**src/verilog/tr_pkg.sv**
```systemverilog
// tr_pkg: register map, field layout, rate codes and timing constants of the temperature readout
package tr_pkg;
    // clock and sample rates, rates held in units of 0.01 Hz
    localparam longint TR_CLK_HZ       = 64'd25000000;  // system clock rate
    localparam longint TR_RATE_12P5_CHZ = 64'd1250;     // 12.5 Hz
    localparam longint TR_RATE_26_CHZ   = 64'd2600;     // 26 Hz
    localparam longint TR_RATE_52_CHZ   = 64'd5200;     // 52 Hz, top temperature rate
    // cycles per sample period, rounded down
    localparam int TR_CYC_12P5 = int'((TR_CLK_HZ * 64'd100) / TR_RATE_12P5_CHZ);
    localparam int TR_CYC_26   = int'((TR_CLK_HZ * 64'd100) / TR_RATE_26_CHZ);
    localparam int TR_CYC_52   = int'((TR_CLK_HZ * 64'd100) / TR_RATE_52_CHZ);
    localparam int TR_CNT_W    = 22;                    // wide enough for the slowest period

    // register byte offsets
    localparam logic [7:0] TR_ADDR_ROUTE  = 8'h0D;      // pin_two_route_control
    localparam logic [7:0] TR_ADDR_ACCEL  = 8'h10;      // accelerometer rate/mode control
    localparam logic [7:0] TR_ADDR_GYRO   = 8'h11;      // gyroscope rate control
    localparam logic [7:0] TR_ADDR_STATUS = 8'h1E;      // status
    localparam logic [7:0] TR_ADDR_TLOW   = 8'h20;      // temp_out_low
    localparam logic [7:0] TR_ADDR_THIGH  = 8'h21;      // temp_out_high

    // field positions
    localparam int TR_ODR_LSB       = 4;                // rate code in bits 7:4
    localparam int TR_ODR_W         = 4;                // rate code width
    localparam int TR_LP_BIT        = 0;                // accelerometer low-power bit
    localparam int TR_ROUTE_TEMP_BIT = 3;               // temp_ready_route_pin_two
    localparam int TR_STAT_TEMP_BIT = 2;                // temp_sample_avail_flag

    // rate codes of the sensor control registers
    localparam logic [3:0] TR_ODR_OFF  = 4'h0;          // power-down
    localparam logic [3:0] TR_ODR_12P5 = 4'h1;          // 12.5 Hz
    localparam logic [3:0] TR_ODR_26   = 4'h2;          // 26 Hz

    // reset values
    localparam logic [7:0]  TR_RST_CTRL = 8'h00;        // both sensors powered down
    localparam logic [15:0] TR_RST_TEMP = 16'h0000;     // output word before first sample

    // zero point: 25 degC at 256 LSB per degC
    localparam logic signed [15:0] TR_ZERO_OFFSET = 16'sh1900;

    // temperature sample rate, gray coded along off -> slow -> fast
    typedef enum logic [1:0] {
        TR_RATE_OFF  = 2'b00,
        TR_RATE_12P5 = 2'b01,
        TR_RATE_26   = 2'b11,
        TR_RATE_52   = 2'b10
    } tr_rate_t;
endpackage : tr_pkg

```
**src/verilog/tr_rate_if.sv**
```systemverilog
// tr_rate_if: rate selection and sample tick between the control logic and the tick generator
interface tr_rate_if;
    import tr_pkg::*;
    tr_rate_t rate;   // selected temperature rate, off when sensor unpowered
    logic     tick;   // one-cycle pulse per temperature sample

    modport ctrl (output rate, input tick);
    modport gen  (input rate, output tick);
endinterface : tr_rate_if

```
**src/verilog/tr_rate_gen.sv**
```systemverilog
// tr_rate_gen: period counter that paces temperature samples at the selected rate
module tr_rate_gen
    import tr_pkg::*;
#(
    parameter int CYC_12P5 = TR_CYC_12P5,  // clocks per 12.5 Hz period
    parameter int CYC_26   = TR_CYC_26,    // clocks per 26 Hz period
    parameter int CYC_52   = TR_CYC_52     // clocks per 52 Hz period
) (
    input  wire logic mclk_in,   // system clock
    input  wire logic rst_n_in,  // async reset, active low
    tr_rate_if.gen    rif        // rate in, tick out
);
    logic [TR_CNT_W-1:0] cnt_q;   // cycles elapsed in current period
    logic [TR_CNT_W-1:0] cnt_d;
    logic [TR_CNT_W-1:0] last_w;  // terminal count of current rate
    tr_rate_t            rate_q;  // rate seen last cycle, to restart on change
    logic                tick_q;
    logic                tick_d;

    // pick the terminal count; a rate change restarts the period so no short sample slips out
    always_comb begin
        case (rif.rate)
            TR_RATE_12P5: last_w = TR_CNT_W'(CYC_12P5 - 1);
            TR_RATE_26:   last_w = TR_CNT_W'(CYC_26 - 1);
            TR_RATE_52:   last_w = TR_CNT_W'(CYC_52 - 1);
            default:      last_w = '0;
        endcase
        tick_d = 1'b0;
        if (rif.rate == TR_RATE_OFF || rif.rate != rate_q) begin
            cnt_d = '0;                                  // sensor off: no samples
        end else if (cnt_q >= last_w) begin
            cnt_d  = '0;
            tick_d = 1'b1;                               // one sample per period
        end else begin
            cnt_d = cnt_q + 1'b1;
        end
    end

    // register counter state
    always_ff @(posedge mclk_in or negedge rst_n_in) begin
        if (!rst_n_in) begin
            cnt_q  <= '0;
            rate_q <= TR_RATE_OFF;
            tick_q <= 1'b0;
        end else begin
            cnt_q  <= cnt_d;
            rate_q <= rif.rate;
            tick_q <= tick_d;
        end
    end

    assign rif.tick = tick_q;

    chk_off_no_tick: assert property (@(posedge mclk_in) disable iff (!rst_n_in)
        (rif.rate == TR_RATE_OFF) [*2] |-> !rif.tick)
        else $error("tick while temperature sensor off");
endmodule : tr_rate_gen

```
**src/verilog/tr_temp_readout.sv**
```systemverilog
// tr_temp_readout: temperature sensor power, rate, data-ready flag and output registers
// Function
// - sensor off when both sensors powered down
// - gyro off, low-power slow accel: accel rate
// - gyro off, other accel setting: 52 Hz
// - gyro active: always 52 Hz
// - new sample sets data-available status flag
// - routing bit drives flag onto pin two
// - sixteen-bit two's complement, 256 LSB per degree
// - output zero at 25 degrees Celsius
// - high byte at 21h, low at 20h
module tr_temp_readout
    import tr_pkg::*;
#(
    parameter int CYC_12P5 = TR_CYC_12P5,  // clocks per 12.5 Hz period
    parameter int CYC_26   = TR_CYC_26,    // clocks per 26 Hz period
    parameter int CYC_52   = TR_CYC_52     // clocks per 52 Hz period
) (
    input  wire logic        mclk_in,              // system clock, 25 MHz
    input  wire logic        rst_n_in,             // async reset, active low
    input  wire logic [7:0]  reg_addr_in,          // register byte address
    input  wire logic        reg_wr_in,            // write strobe, one cycle
    input  wire logic [7:0]  reg_wdata_in,         // write data
    input  wire logic        reg_rd_in,            // read strobe, one cycle
    output logic      [7:0]  reg_rdata_out,        // read data, valid cycle after strobe
    input  wire logic [15:0] temp_raw_in,          // sensed temperature, degC x 256, async
    output logic             second_interrupt_pin_out  // second interrupt pin
);
    tr_rate_if rif ();                             // link to tick generator

    // control registers written by the host
    logic [7:0]  accel_q, accel_d;                 // accelerometer rate/mode
    logic [7:0]  gyro_q,  gyro_d;                  // gyroscope rate
    logic [7:0]  route_q, route_d;                 // pin_two_route_control
    // sample state
    logic [15:0] temp_q,  temp_d;                  // output word
    logic        flag_q,  flag_d;                  // temp_sample_avail_flag
    logic [7:0]  rdata_q, rdata_d;                 // read data latch
    tr_rate_t    rate_q,  rate_d;                  // decoded temperature rate
    // raw input synchroniser: first stage is read only by the second
    logic [15:0] raw_s1_q, raw_s2_q;

    logic [3:0]  aodr_w, godr_w;                   // rate code fields
    logic        alp_w;                            // accel low-power mode
    logic        rd_out_w;                         // read of an output register

    assign aodr_w   = accel_q[TR_ODR_LSB +: TR_ODR_W];
    assign godr_w   = gyro_q[TR_ODR_LSB +: TR_ODR_W];
    assign alp_w    = accel_q[TR_LP_BIT];
    assign rd_out_w = reg_rd_in && (reg_addr_in == TR_ADDR_TLOW || reg_addr_in == TR_ADDR_THIGH);

    // double-flop the raw word; it only changes slowly against the sample period
    // limitation: no handshake on this word, so it must hold still a few cycles before a sample
    always_ff @(posedge mclk_in or negedge rst_n_in) begin
        if (!rst_n_in) begin
            raw_s1_q <= '0;
            raw_s2_q <= '0;
        end else begin
            raw_s1_q <= temp_raw_in;
            raw_s2_q <= raw_s1_q;
        end
    end

    // decode the temperature rate from the two sensors' settings
    // only 12.5 and 26 Hz sit below 52 Hz; every faster accel code clamps to 52 Hz
    always_comb begin
        if (aodr_w == TR_ODR_OFF && godr_w == TR_ODR_OFF) begin
            rate_d = TR_RATE_OFF;                        // both down: sensor off
        end else if (godr_w != TR_ODR_OFF) begin
            rate_d = TR_RATE_52;                         // gyro active
        end else if (alp_w && aodr_w == TR_ODR_12P5) begin
            rate_d = TR_RATE_12P5;                       // follow slow accel rate
        end else if (alp_w && aodr_w == TR_ODR_26) begin
            rate_d = TR_RATE_26;                         // follow slow accel rate
        end else begin
            rate_d = TR_RATE_52;                         // any other accel setting
        end
    end

    assign rif.rate = rate_q;

    // host writes; unmapped and read-only addresses ignore writes
    always_comb begin
        accel_d = accel_q;
        gyro_d  = gyro_q;
        route_d = route_q;
        if (reg_wr_in) begin
            case (reg_addr_in)
                TR_ADDR_ACCEL: accel_d = reg_wdata_in;
                TR_ADDR_GYRO:  gyro_d  = reg_wdata_in;
                TR_ADDR_ROUTE: route_d = reg_wdata_in;
                default:       ;                         // no writable register here
            endcase
        end
    end

    // sample capture and flag; a new sample in the read cycle keeps the flag set
    // the subtraction wraps at 16 bits, which a two's-complement reader expects
    always_comb begin
        temp_d = temp_q;
        flag_d = flag_q;
        if (rd_out_w) begin
            flag_d = 1'b0;                               // host consumed the sample
        end
        if (rif.tick) begin
            temp_d = raw_s2_q - TR_ZERO_OFFSET;          // 25 degC reads as zero
            flag_d = 1'b1;                               // set wins over clear
        end
    end

    // read mux; unmapped addresses read zero
    // no snapshot of the word: read both bytes soon after the flag rises, before the next sample
    always_comb begin
        rdata_d = rdata_q;
        if (reg_rd_in) begin
            case (reg_addr_in)
                TR_ADDR_ACCEL:  rdata_d = accel_q;
                TR_ADDR_GYRO:   rdata_d = gyro_q;
                TR_ADDR_ROUTE:  rdata_d = route_q;
                TR_ADDR_STATUS: rdata_d = 8'(flag_q) << TR_STAT_TEMP_BIT;
                TR_ADDR_TLOW:   rdata_d = temp_q[7:0];   // low byte
                TR_ADDR_THIGH:  rdata_d = temp_q[15:8];  // high byte
                default:        rdata_d = 8'h00;
            endcase
        end
    end

    // register all state
    always_ff @(posedge mclk_in or negedge rst_n_in) begin
        if (!rst_n_in) begin
            accel_q <= TR_RST_CTRL;
            gyro_q  <= TR_RST_CTRL;
            route_q <= TR_RST_CTRL;
            temp_q  <= TR_RST_TEMP;
            flag_q  <= 1'b0;
            rdata_q <= 8'h00;
            rate_q  <= TR_RATE_OFF;
        end else begin
            accel_q <= accel_d;
            gyro_q  <= gyro_d;
            route_q <= route_d;
            temp_q  <= temp_d;
            flag_q  <= flag_d;
            rdata_q <= rdata_d;
            rate_q  <= rate_d;
        end
    end

    assign reg_rdata_out = rdata_q;
    // pin shows the flag only while routed; both terms are flops so the pin is glitch free
    assign second_interrupt_pin_out = route_q[TR_ROUTE_TEMP_BIT] & flag_q;

    // tick generator; a rate change restarts its period
    tr_rate_gen #(
        .CYC_12P5 (CYC_12P5),
        .CYC_26   (CYC_26),
        .CYC_52   (CYC_52)
    ) u_rate (
        .mclk_in  (mclk_in),
        .rst_n_in (rst_n_in),
        .rif      (rif)
    );

    // rate decode: every power and rate setting maps to one temperature rate
    chk_both_down_off: assert property (@(posedge mclk_in) disable iff (!rst_n_in)
        (aodr_w == TR_ODR_OFF && godr_w == TR_ODR_OFF) |=> (rate_q == TR_RATE_OFF))
        else $error("sensor not off with both sensors down");
    chk_slow_accel_rate: assert property (@(posedge mclk_in) disable iff (!rst_n_in)
        (godr_w == TR_ODR_OFF && alp_w && aodr_w == TR_ODR_26) |=> (rate_q == TR_RATE_26))
        else $error("temperature rate not following slow accel rate");
    chk_slow_12p5_rate: assert property (@(posedge mclk_in) disable iff (!rst_n_in)
        (godr_w == TR_ODR_OFF && alp_w && aodr_w == TR_ODR_12P5) |=> (rate_q == TR_RATE_12P5))
        else $error("temperature rate not following 12.5 Hz accel rate");
    chk_fast_lp_rate: assert property (@(posedge mclk_in) disable iff (!rst_n_in)
        (godr_w == TR_ODR_OFF && alp_w && aodr_w > TR_ODR_26) |=> (rate_q == TR_RATE_52))
        else $error("temperature rate not 52 Hz for fast low-power accel");
    chk_other_accel_rate: assert property (@(posedge mclk_in) disable iff (!rst_n_in)
        (godr_w == TR_ODR_OFF && !alp_w && aodr_w != TR_ODR_OFF) |=> (rate_q == TR_RATE_52))
        else $error("temperature rate not 52 Hz for normal accel");
    chk_gyro_rate: assert property (@(posedge mclk_in) disable iff (!rst_n_in)
        (godr_w != TR_ODR_OFF) |=> (rate_q == TR_RATE_52))
        else $error("temperature rate not 52 Hz with gyro active");
    chk_off_word_hold: assert property (@(posedge mclk_in) disable iff (!rst_n_in)
        (rif.rate == TR_RATE_OFF && !rif.tick) |=> $stable(temp_q))
        else $error("output word changed while sensor off");

    // flag, pin and output word
    chk_flag_on_tick: assert property (@(posedge mclk_in) disable iff (!rst_n_in)
        rif.tick |=> flag_q && $changed(temp_q) || flag_q)
        else $error("flag not set by new sample");
    chk_pin_route: assert property (@(posedge mclk_in) disable iff (!rst_n_in)
        rif.tick |=> (second_interrupt_pin_out == route_q[TR_ROUTE_TEMP_BIT]))
        else $error("pin two not following routed flag");
    chk_pin_unrouted: assert property (@(posedge mclk_in) disable iff (!rst_n_in)
        !route_q[TR_ROUTE_TEMP_BIT] |-> !second_interrupt_pin_out)
        else $error("pin two active while not routed");
    chk_word_scale: assert property (@(posedge mclk_in) disable iff (!rst_n_in)
        rif.tick |=> (temp_q == $past(raw_s2_q) - TR_ZERO_OFFSET))
        else $error("output word not scaled from raw value");
    chk_zero_point: assert property (@(posedge mclk_in) disable iff (!rst_n_in)
        rif.tick && raw_s2_q == TR_ZERO_OFFSET |=> (temp_q == 16'h0000))
        else $error("25 degC does not read as zero");

    // read path: bytes and status come out one cycle after the strobe
    chk_high_byte: assert property (@(posedge mclk_in) disable iff (!rst_n_in)
        reg_rd_in && reg_addr_in == TR_ADDR_THIGH |=> (reg_rdata_out == $past(temp_q[15:8])))
        else $error("high byte not at its address");
    chk_low_byte: assert property (@(posedge mclk_in) disable iff (!rst_n_in)
        reg_rd_in && reg_addr_in == TR_ADDR_TLOW |=> (reg_rdata_out == $past(temp_q[7:0])))
        else $error("low byte not at its address");
    chk_status_flag: assert property (@(posedge mclk_in) disable iff (!rst_n_in)
        reg_rd_in && reg_addr_in == TR_ADDR_STATUS |=> (reg_rdata_out[TR_STAT_TEMP_BIT] == $past(flag_q)))
        else $error("status bit not showing the flag");
    chk_flag_hold: assert property (@(posedge mclk_in) disable iff (!rst_n_in)
        (!rd_out_w && !rif.tick) |=> (flag_q == $past(flag_q)))
        else $error("flag changed without sample or read");
    chk_read_clear: assert property (@(posedge mclk_in) disable iff (!rst_n_in)
        rd_out_w && !rif.tick |=> !flag_q)
        else $error("flag not cleared by output read");
endmodule : tr_temp_readout
```
**config.mk**
```make
export PLATFORM = sky130hd
export DESIGN_NAME = tr_temp_readout
export DESIGN_NICKNAME = d
export VERILOG_FILES = /design/src/verilog/tr_pkg.sv /design/src/verilog/tr_rate_if.sv /design/src/verilog/tr_rate_gen.sv /design/src/verilog/tr_temp_readout.sv
export SDC_FILE = /design/constraint.sdc
export NUM_CORES = 1
export LEC_CHECK = 0
export ABC_AREA = 0
export BUFFER_PORTS_ARGS = -buffer_cell sky130_fd_sc_hd__buf_2
export CAP_MARGIN = 20
export CELL_PAD_IN_SITES_DETAIL_PLACEMENT = 2
export CELL_PAD_IN_SITES_GLOBAL_PLACEMENT = 2
export CORE_MARGIN = 2
export CORE_UTILIZATION = 41
export DETAILED_ROUTE_END_ITERATION = 16
export PLACE_DENSITY_LB_ADDON = 0.1
export REMOVE_ABC_BUFFERS = 1
export SLEW_MARGIN = 20
export SYNTH_ARGS = -nofsm -noshare
export SYNTH_HDL_FRONTEND = slang
export SYNTH_SLANG_ARGS = --single-unit
```
**constraint.sdc**
```tcl
create_clock -name mclk_in -period 2.8 [get_ports mclk_in]
set_input_delay 0.42 -clock mclk_in [delete_from_list [all_inputs] [get_ports mclk_in]]
set_output_delay 0.42 -clock mclk_in [all_outputs]
set_load 0.005 [all_outputs]
```
==> impl_metrics.csv, run 1 <==
group,metric,value,unit
run_status,outcome,"finished, violations left",
run_status,violations,"hold timing",
synthesis,avgSynthCellArea,12.9,um^2
synthesis,yosysTopAreaCellShare,54.0,%
final_layout,area_growth,15.9,%
grt,antenna_found_initial,0,
clock_tree,clk-insertion-delay-late,360,ps
setup_path,start_kind,"flop",
setup_path,crit_family,"compound AO/OA/AOI/OAI gates",
setup_path,cpPeakStageDelay,470,ps
grt,use_met3,2.75,%
drt,wl,12100,um
synthesis,yosys-top-cells-area,"dfrtp_1, mux2_1, nor4b_2",
sta,slew_viol_final,0,
floorplan,die_h,114,um
grt,grtUsageMet2,35.6,%
setup_path,path_buf_inv,1,
sta,min_period_over_period,92.0,%
place,dp_cells,578,
final_layout,layout.nets,496,
floorplan,num_rows,40,
final_layout,final_cell_count_no_fill,594,
floorplan,core,12000,um^2
floorplan,fp.dieW,114,um
clock_tree,clockBufferDepth,2,
setup_path,worstPathArrival,2830,ps
clock_tree,holdBufCountCts,0,
synthesis,ys_top_cells_by_count,"dfrtp_1, mux2_1, nand2_1",
sta,hold_viol_final,4,
final_layout,drive_gt1_share,26.0,%
place,hpwlAfterDp,8660,um
drt,first_pass_iters,7,
setup_path,path_max_fanout,13,
synthesis,ys_warn_count,0,
setup_path,cp_slowest_cell,"dfrtp_1",
synthesis,async_flop_share,100,%
setup_path,end_kind,"flop",
synthesis,yosysSeqAreaShare,54.0,%
floorplan,initial_core_util,41.8,%
drt,drc,0,
synthesis,synth_top_cell_by_area,"dfrtp_1",
floorplan,die_area,13100,um^2
final_layout,final_util,48.5,%
clock_tree,post-cts-setup-buffers,0,
pwr,clkPwrFrac,38.5,%
grt,grt_use_met1,25.4,%
clock_tree,path_clk_slew,80,ps
synthesis,netlist_area,5000,um^2
sta,rsz0062_at_grt,"no",
sta,fin_crit,2580,ps
sta,slew_headroom,40.3,%
sta,setup_viol,0,
sta,finalHoldWorstSlack,-4.04,ps
sta,fmax,388,MHz
final_layout,final-seq-area,2700,um^2
clock_tree,cts.sinks,108,
sta,tightest_slew,895,ps
pwr,power.share.sequential,48.7,%
pwr,power.density,645,nW/um^2
pwr,switching_share,26.3,%
setup_path,cp_cell_sequence,"nand2b_1 -> ha_1 -> a21oi_1 -> o221ai_1 -> a221oi_2 -> a21oi_2 -> buf_4 -> nor4b_2",
synthesis,synth_edf_count,0,
final_layout,antenna_cells,0,
place,port_buffers,44,
grt,grt_pass1_vias,3759,
drt,num_vias,3305,
grt,grt.overflow.total,0,
synthesis,yosysUniqueCellTypes,50,
sta,clock_skew,10.8,ps
pwr,peakVddDrop,366,uV
clock_tree,cts_root_buf,"clkbuf_16",
grt,grt_first_pass_wirelength,20100,um
clock_tree,htreeDepth,3,
pwr,p_switching,0.984,mW
drt,vias_per_cell,5.56,
grt,grt_usage,20.3,%
place,finalWeightedCongestion,0.776,
setup_path,crit_type,"reg -> reg",
clock_tree,cts_tree,"built",
synthesis,ys.flop_type,"dfrtp_1",
final_layout,multi_input_area,2210,um^2
drt,drtIter0Drc,146,
min_path,hold_path.class,"in -> async",
sta,tns,0,ps
floorplan,ios,45,
grt,grt_busiest_layer,"met2",
synthesis,ys_ff_latch,108,
pwr,combPwrFrac,12.8,%
synthesis,postSynthCellCount,388,
run,cap_viol_max_count,0,
pwr,cellInternalPower,2.75,mW
drt,ant_nets,0,
grt,grt_max_degree,61,
sta,worst_slack,224,ps
pwr,p_leak,2.62,nW
setup_path,crit_required,3060,ps
final_layout,fillers,1152,
place,dp_slack,170,ps
clock_tree,cts_buffers,9,
drt,wl_per_cell,20.4,um
synthesis,yosysMostFrequentCell,"dfrtp_1",
==> metal layers <==
layer	wire [um]	vias up	part of all wire, %
met5	0	-	0
met3	258	17	2.1
met4	226	0	1.9
li1	-	1539	-
met1	5330	1704	44
met2	6290	45	52
==> worst reg2reg max path: cells and delay by family, from the launching register on <==
family | cells | cell delay [ps]
AOI/OAI and AO/OA | 4 | 780
and+or+nand+nor | 2 | 610
DFF | 1 | 470
adders and majority gates | 1 | 390
buffers and inverters | 1 | 220
==> stage by stage <==
stage | instance area, um^2 | power, mW
after floorplan | 4930 | 2.11
after global placement | 5450 | 2.30
after detailed placement | 5450 | 2.34
after CTS | 5790 | 3.81
after global routing | 5800 | 3.93
final | 5800 | 3.74
==> state kept, by name, indices dropped and copies added (netlist names) <==
signal           cells
u_rate.cnt_q        22
raw_s1_q            16
raw_s2_q            16
temp_q              16
accel_q              8
gyro_q               8
reg_rdata_out        8
route_q              8
rate_q               2
u_rate.rate_q        2
flag_q               1
u_rate.rif.tick      1
==> cell usage in the layout, fill, tap and decap left out, types with 2 or more instances in the layout <==
cell type | synthesis | layout
a32oi_1 | 3 | 3
a22oi_1 | 2 | 2
nor2_1 | 14 | 14
mux2_1 | 28 | 28
a221oi_1 | 9 | 8
xnor2_1 | 14 | 14
nand3_1 | 13 | 13
nor4b_2 | 20 | 20
inv_6 | 0 | 3
ha_1 | 18 | 18
nor4_1 | 2 | 2
o2bb2ai_1 | 4 | 4
a222oi_1 | 3 | 3
mux2_2 | 12 | 12
inv_1 | 8 | 8
a31oi_1 | 5 | 4
dfrtp_1 | 108 | 108
nand2_1 | 28 | 28
bufinv_16 | 0 | 2
a21o_1 | 4 | 4
and2_1 | 3 | 3
nand4_1 | 9 | 9
buf_4 | 2 | 12
nand2b_1 | 4 | 4
clkbuf_16 | 0 | 9
buf_2 | 2 | 43
nor3_1 | 10 | 10
nor2b_1 | 2 | 2
and4_1 | 3 | 3
a21oi_1 | 13 | 12
xor2_1 | 16 | 16
==> area by class of cell <==
cell class,instances,area share [%]
sequential,108,46.6
multi-input combinational,259,38.2
timing repair buffer,56,5.61
clock buffer,10,4.12
tap,147,3.17
clock inverter,6,1.77
inverter,8,0.518
==> final timing paths <==
kind	startpoint	cells past startpoint	to	slack [ps]
max in group asynchronous	rst_n_in	2	temp_q[2]	2150
min	rst_n_in	1	u_rate.cnt_q[6]	-4
min reg2reg	raw_s1_q[15]	0	raw_s2_q[15]	350
min in group mclk_in	temp_raw_in[6]	1	raw_s1_q[6]	160
max reg2reg	rate_q[1]	8	u_rate.cnt_q[19]	220
max	rate_q[1]	8	u_rate.cnt_q[19]	220
==> kinds of logic after synthesis <==
group / Yosys count / synth area share, %
buf+inv: 21 / 2.08
mux: 41 / 9.20
xor+xnor: 30 / 5.25
fa+ha+maj: 18 / 4.50
simple gates: 119 / 16.8
compound gates: 51 / 8.15
flops: 108 / 54.0
==> power by group through the flow <==
stage,registers [mW],logic [mW],clock network (mW)
CTS,1.83,0.492,1.49
finish,1.82,0.478,1.44
global route,1.85,0.534,1.55
detailed placement,1.86,0.488,0
global placement,1.84,0.461,0
floorplan,1.81,0.295,0
==> timing repair <==
| item | in CTS | in global routing |
|---|---|---|
| setup endpoints to repair | 0 | 15 |
| endpoints found under the hold margin | 0 | 0 |
| resized for setup | 0 | 1 |
Note: power is estimated with default switching activity, not from simulation.
==> run 2: changes to the inputs <==
--- a/config.mk
+++ b/config.mk
@@ -10,11 +10,11 @@
 export CAP_MARGIN = 20
 export CELL_PAD_IN_SITES_DETAIL_PLACEMENT = 2
 export CELL_PAD_IN_SITES_GLOBAL_PLACEMENT = 2
-export CORE_MARGIN = 2
 export CORE_UTILIZATION = 41
 export DETAILED_ROUTE_END_ITERATION = 16
 export PLACE_DENSITY_LB_ADDON = 0.1
 export REMOVE_ABC_BUFFERS = 1
+export SETUP_SLACK_MARGIN = 0.5
 export SLEW_MARGIN = 20
 export SYNTH_ARGS = -nofsm -noshare
 export SYNTH_HDL_FRONTEND = slang
==> impl_metrics.csv, run 2 (synthesis results as in run 1) <==
group,metric,value,unit
final_layout,layout_commonest_cell,"dfrtp_1",
final_layout,final-seq-area,2710,um^2
setup_path,start_kind,"flop",
clock_tree,clockBufferDepth,2,
clock_tree,cts_tree,"built",
place,finalWeightedCongestion,0.716,
clock_tree,cts.sinks,108,
clock_tree,cts_buffers,9,
setup_path,crit_start,"rate_q[0]",
floorplan,core,11700,um^2
run,cap_viol_max_count,0,
final_layout,largest-register,"u_rate.cnt_q",
clock_tree,cts_root_buf,"clkbuf_16",
final_layout,final_cell_mix,"dfrtp_1, buf_2, mux2_1",
setup_path,crit_required,3050,ps
pwr,power.density,615,nW/um^2
pwr,clkPwrFrac,34.8,%
place,hpwlAfterDp,8760,um
final_layout,largest_reg_flops,22,
pwr,combPwrFrac,14.9,%
floorplan,die_h,112,um
setup_path,path_common_cell,"a21oi_2",
setup_path,reg2reg_to,"u_rate.cnt_q[1]",
sta,tightest_slew,893,ps
floorplan,fp.dieW,112,um
setup_path,cp_cell_sequence,"ha_1 -> nand2b_1 -> a21oi_2 -> o221ai_2 -> a221oi_2 -> a21oi_2 -> buf_6 -> nor4bb_1",
sta,clock_skew,6.12,ps
final_layout,drive_gt1_share,29.6,%
sta,rsz0062_at_grt,"yes",
floorplan,num_rows,39,
drt,num_vias,3366,
drt,wl_met1,5520,um
pwr,switching_share,28.1,%
setup_path,path_buf_inv,1,
clock_tree,path_clk_slew,70,ps
setup_path,crit_family,"compound AO/OA/AOI/OAI gates",
pwr,p_leak,2.67,nW
place,place_area,5430,um^2
floorplan,ios,45,
min_path,hold_path.class,"in -> async",
setup_path,crit_type,"reg -> reg",
floorplan,die_area,12600,um^2
drt,vias_per_cell,5.68,
drt,wl_per_cell,21.6,um
setup_path,cp_slowest_cell,"dfrtp_2",
drt,first_pass_iters,4,
grt,grt_max_degree,80,
clock_tree,htreeDepth,3,
pwr,cellInternalPower,2.60,mW
final_layout,antenna_cells,0,
sta,min_period_over_period,80.8,%
sta,finalHoldWorstSlack,-3.72,ps
setup_path,path_max_fanout,12,
setup_path,worstPathArrival,2510,ps
place,dp_slack,189,ps
sta,fmax,442,MHz
clock_tree,clk-insertion-delay-late,350,ps
drt,wl,12800,um
final_layout,area_growth,17.8,%
setup_path,rrSetupSlack,540,ps
final_layout,fillers,1120,
final_layout,stdcell_area,5890,um^2
drt,ant_nets,0,
sta,fin_crit,2260,ps
grt,grt_first_pass_wirelength,21400,um
pwr,power.share.sequential,50.3,%
sta,worst_slack,539,ps
grt,grt_pass1_vias,3863,
drt,top_layer_used,"met4",
final_layout,multi_input_area,2320,um^2
drt,drc,0,
setup_path,end_kind,"flop",
sta,hold_viol_final,3,
sta,slew_headroom,40.5,%
place,port_buffers,44,
grt,grt_usage,22.6,%
setup_path,cpPeakStageDelay,460,ps
drt,drtIter0Drc,171,
grt,grt.overflow.total,0,
final_layout,layout.nets,499,
sta,setup_viol,0,
setup_path,r2r_start,"rate_q[0]",
drt,wl_met2,6940,um
setup_path,reg2reg_depth,8,
run_status,violations,"hold timing",
floorplan,initial_core_util,42.9,%
pwr,peakVddDrop,411,uV
run_status,outcome,"finished, violations left",
grt,antenna_found_initial,0,
clock_tree,holdBufCountCts,0,
final_layout,final_util,50.5,%
pwr,p_switching,1.02,mW
drt,dr_wl_met3,215,um
sta,slew_viol_final,0,
[run 2: worst max-delay path by stage]
stage,depth (start not counted),end
after detailed placement,8,u_rate.cnt_q[12]
after CTS,8,u_rate.cnt_q[1]
final,8,u_rate.cnt_q[1]
after global routing,8,u_rate.cnt_q[9]
after floorplan,7,u_rate.cnt_q[1]
after global placement,8,u_rate.cnt_q[21]
[run 2: per-layer routing]
layer  vias to the layer above  global-route usage, %
li1                       1551                      -
met1                      1760                   27.9
met2                        44                   41.1
met3                        11                   2.92
met4                         0                   7.47
met5                         -                      0
[run 2: power by group through the flow]
stage | registers, mW | logic (mW) | clock network [mW]
after floorplan | 1.81 | 0.295 | 0
after global placement | 1.84 | 0.462 | 0
after detailed placement | 1.86 | 0.487 | 0
after CTS | 1.82 | 0.531 | 1.31
after global routing | 1.84 | 0.593 | 1.36
final | 1.82 | 0.539 | 1.26
[run 2: stage by stage]
stage                     hold WS (ps)  std cells  TNS [ps]  power [mW]
after floorplan                    124        375     -9440        2.11
after global placement             332        572         0        2.30
after detailed placement           336        572         0        2.34
after CTS                         9.55        592         0        3.67
after global routing              19.5        593         0        3.79
final                            -3.72        593         0        3.62
[run 2: final cells by class]
type                            count  area share [%]
Clock buffer                       10            4.06
Tap cell                          143            3.04
Timing Repair Buffer               59            6.09
Clock inverter                      6           0.913
Sequential cell                   108            45.9
Inverter                            8           0.510
Multi-Input combinational cell    259            39.5
[run 2: what timing repair did]
action / CTS / global route
gates resized for setup: 10 / 15
pin swaps: 1 / 4
setup buffers: 4 / 1
endpoints found under the setup margin: 23 / 23
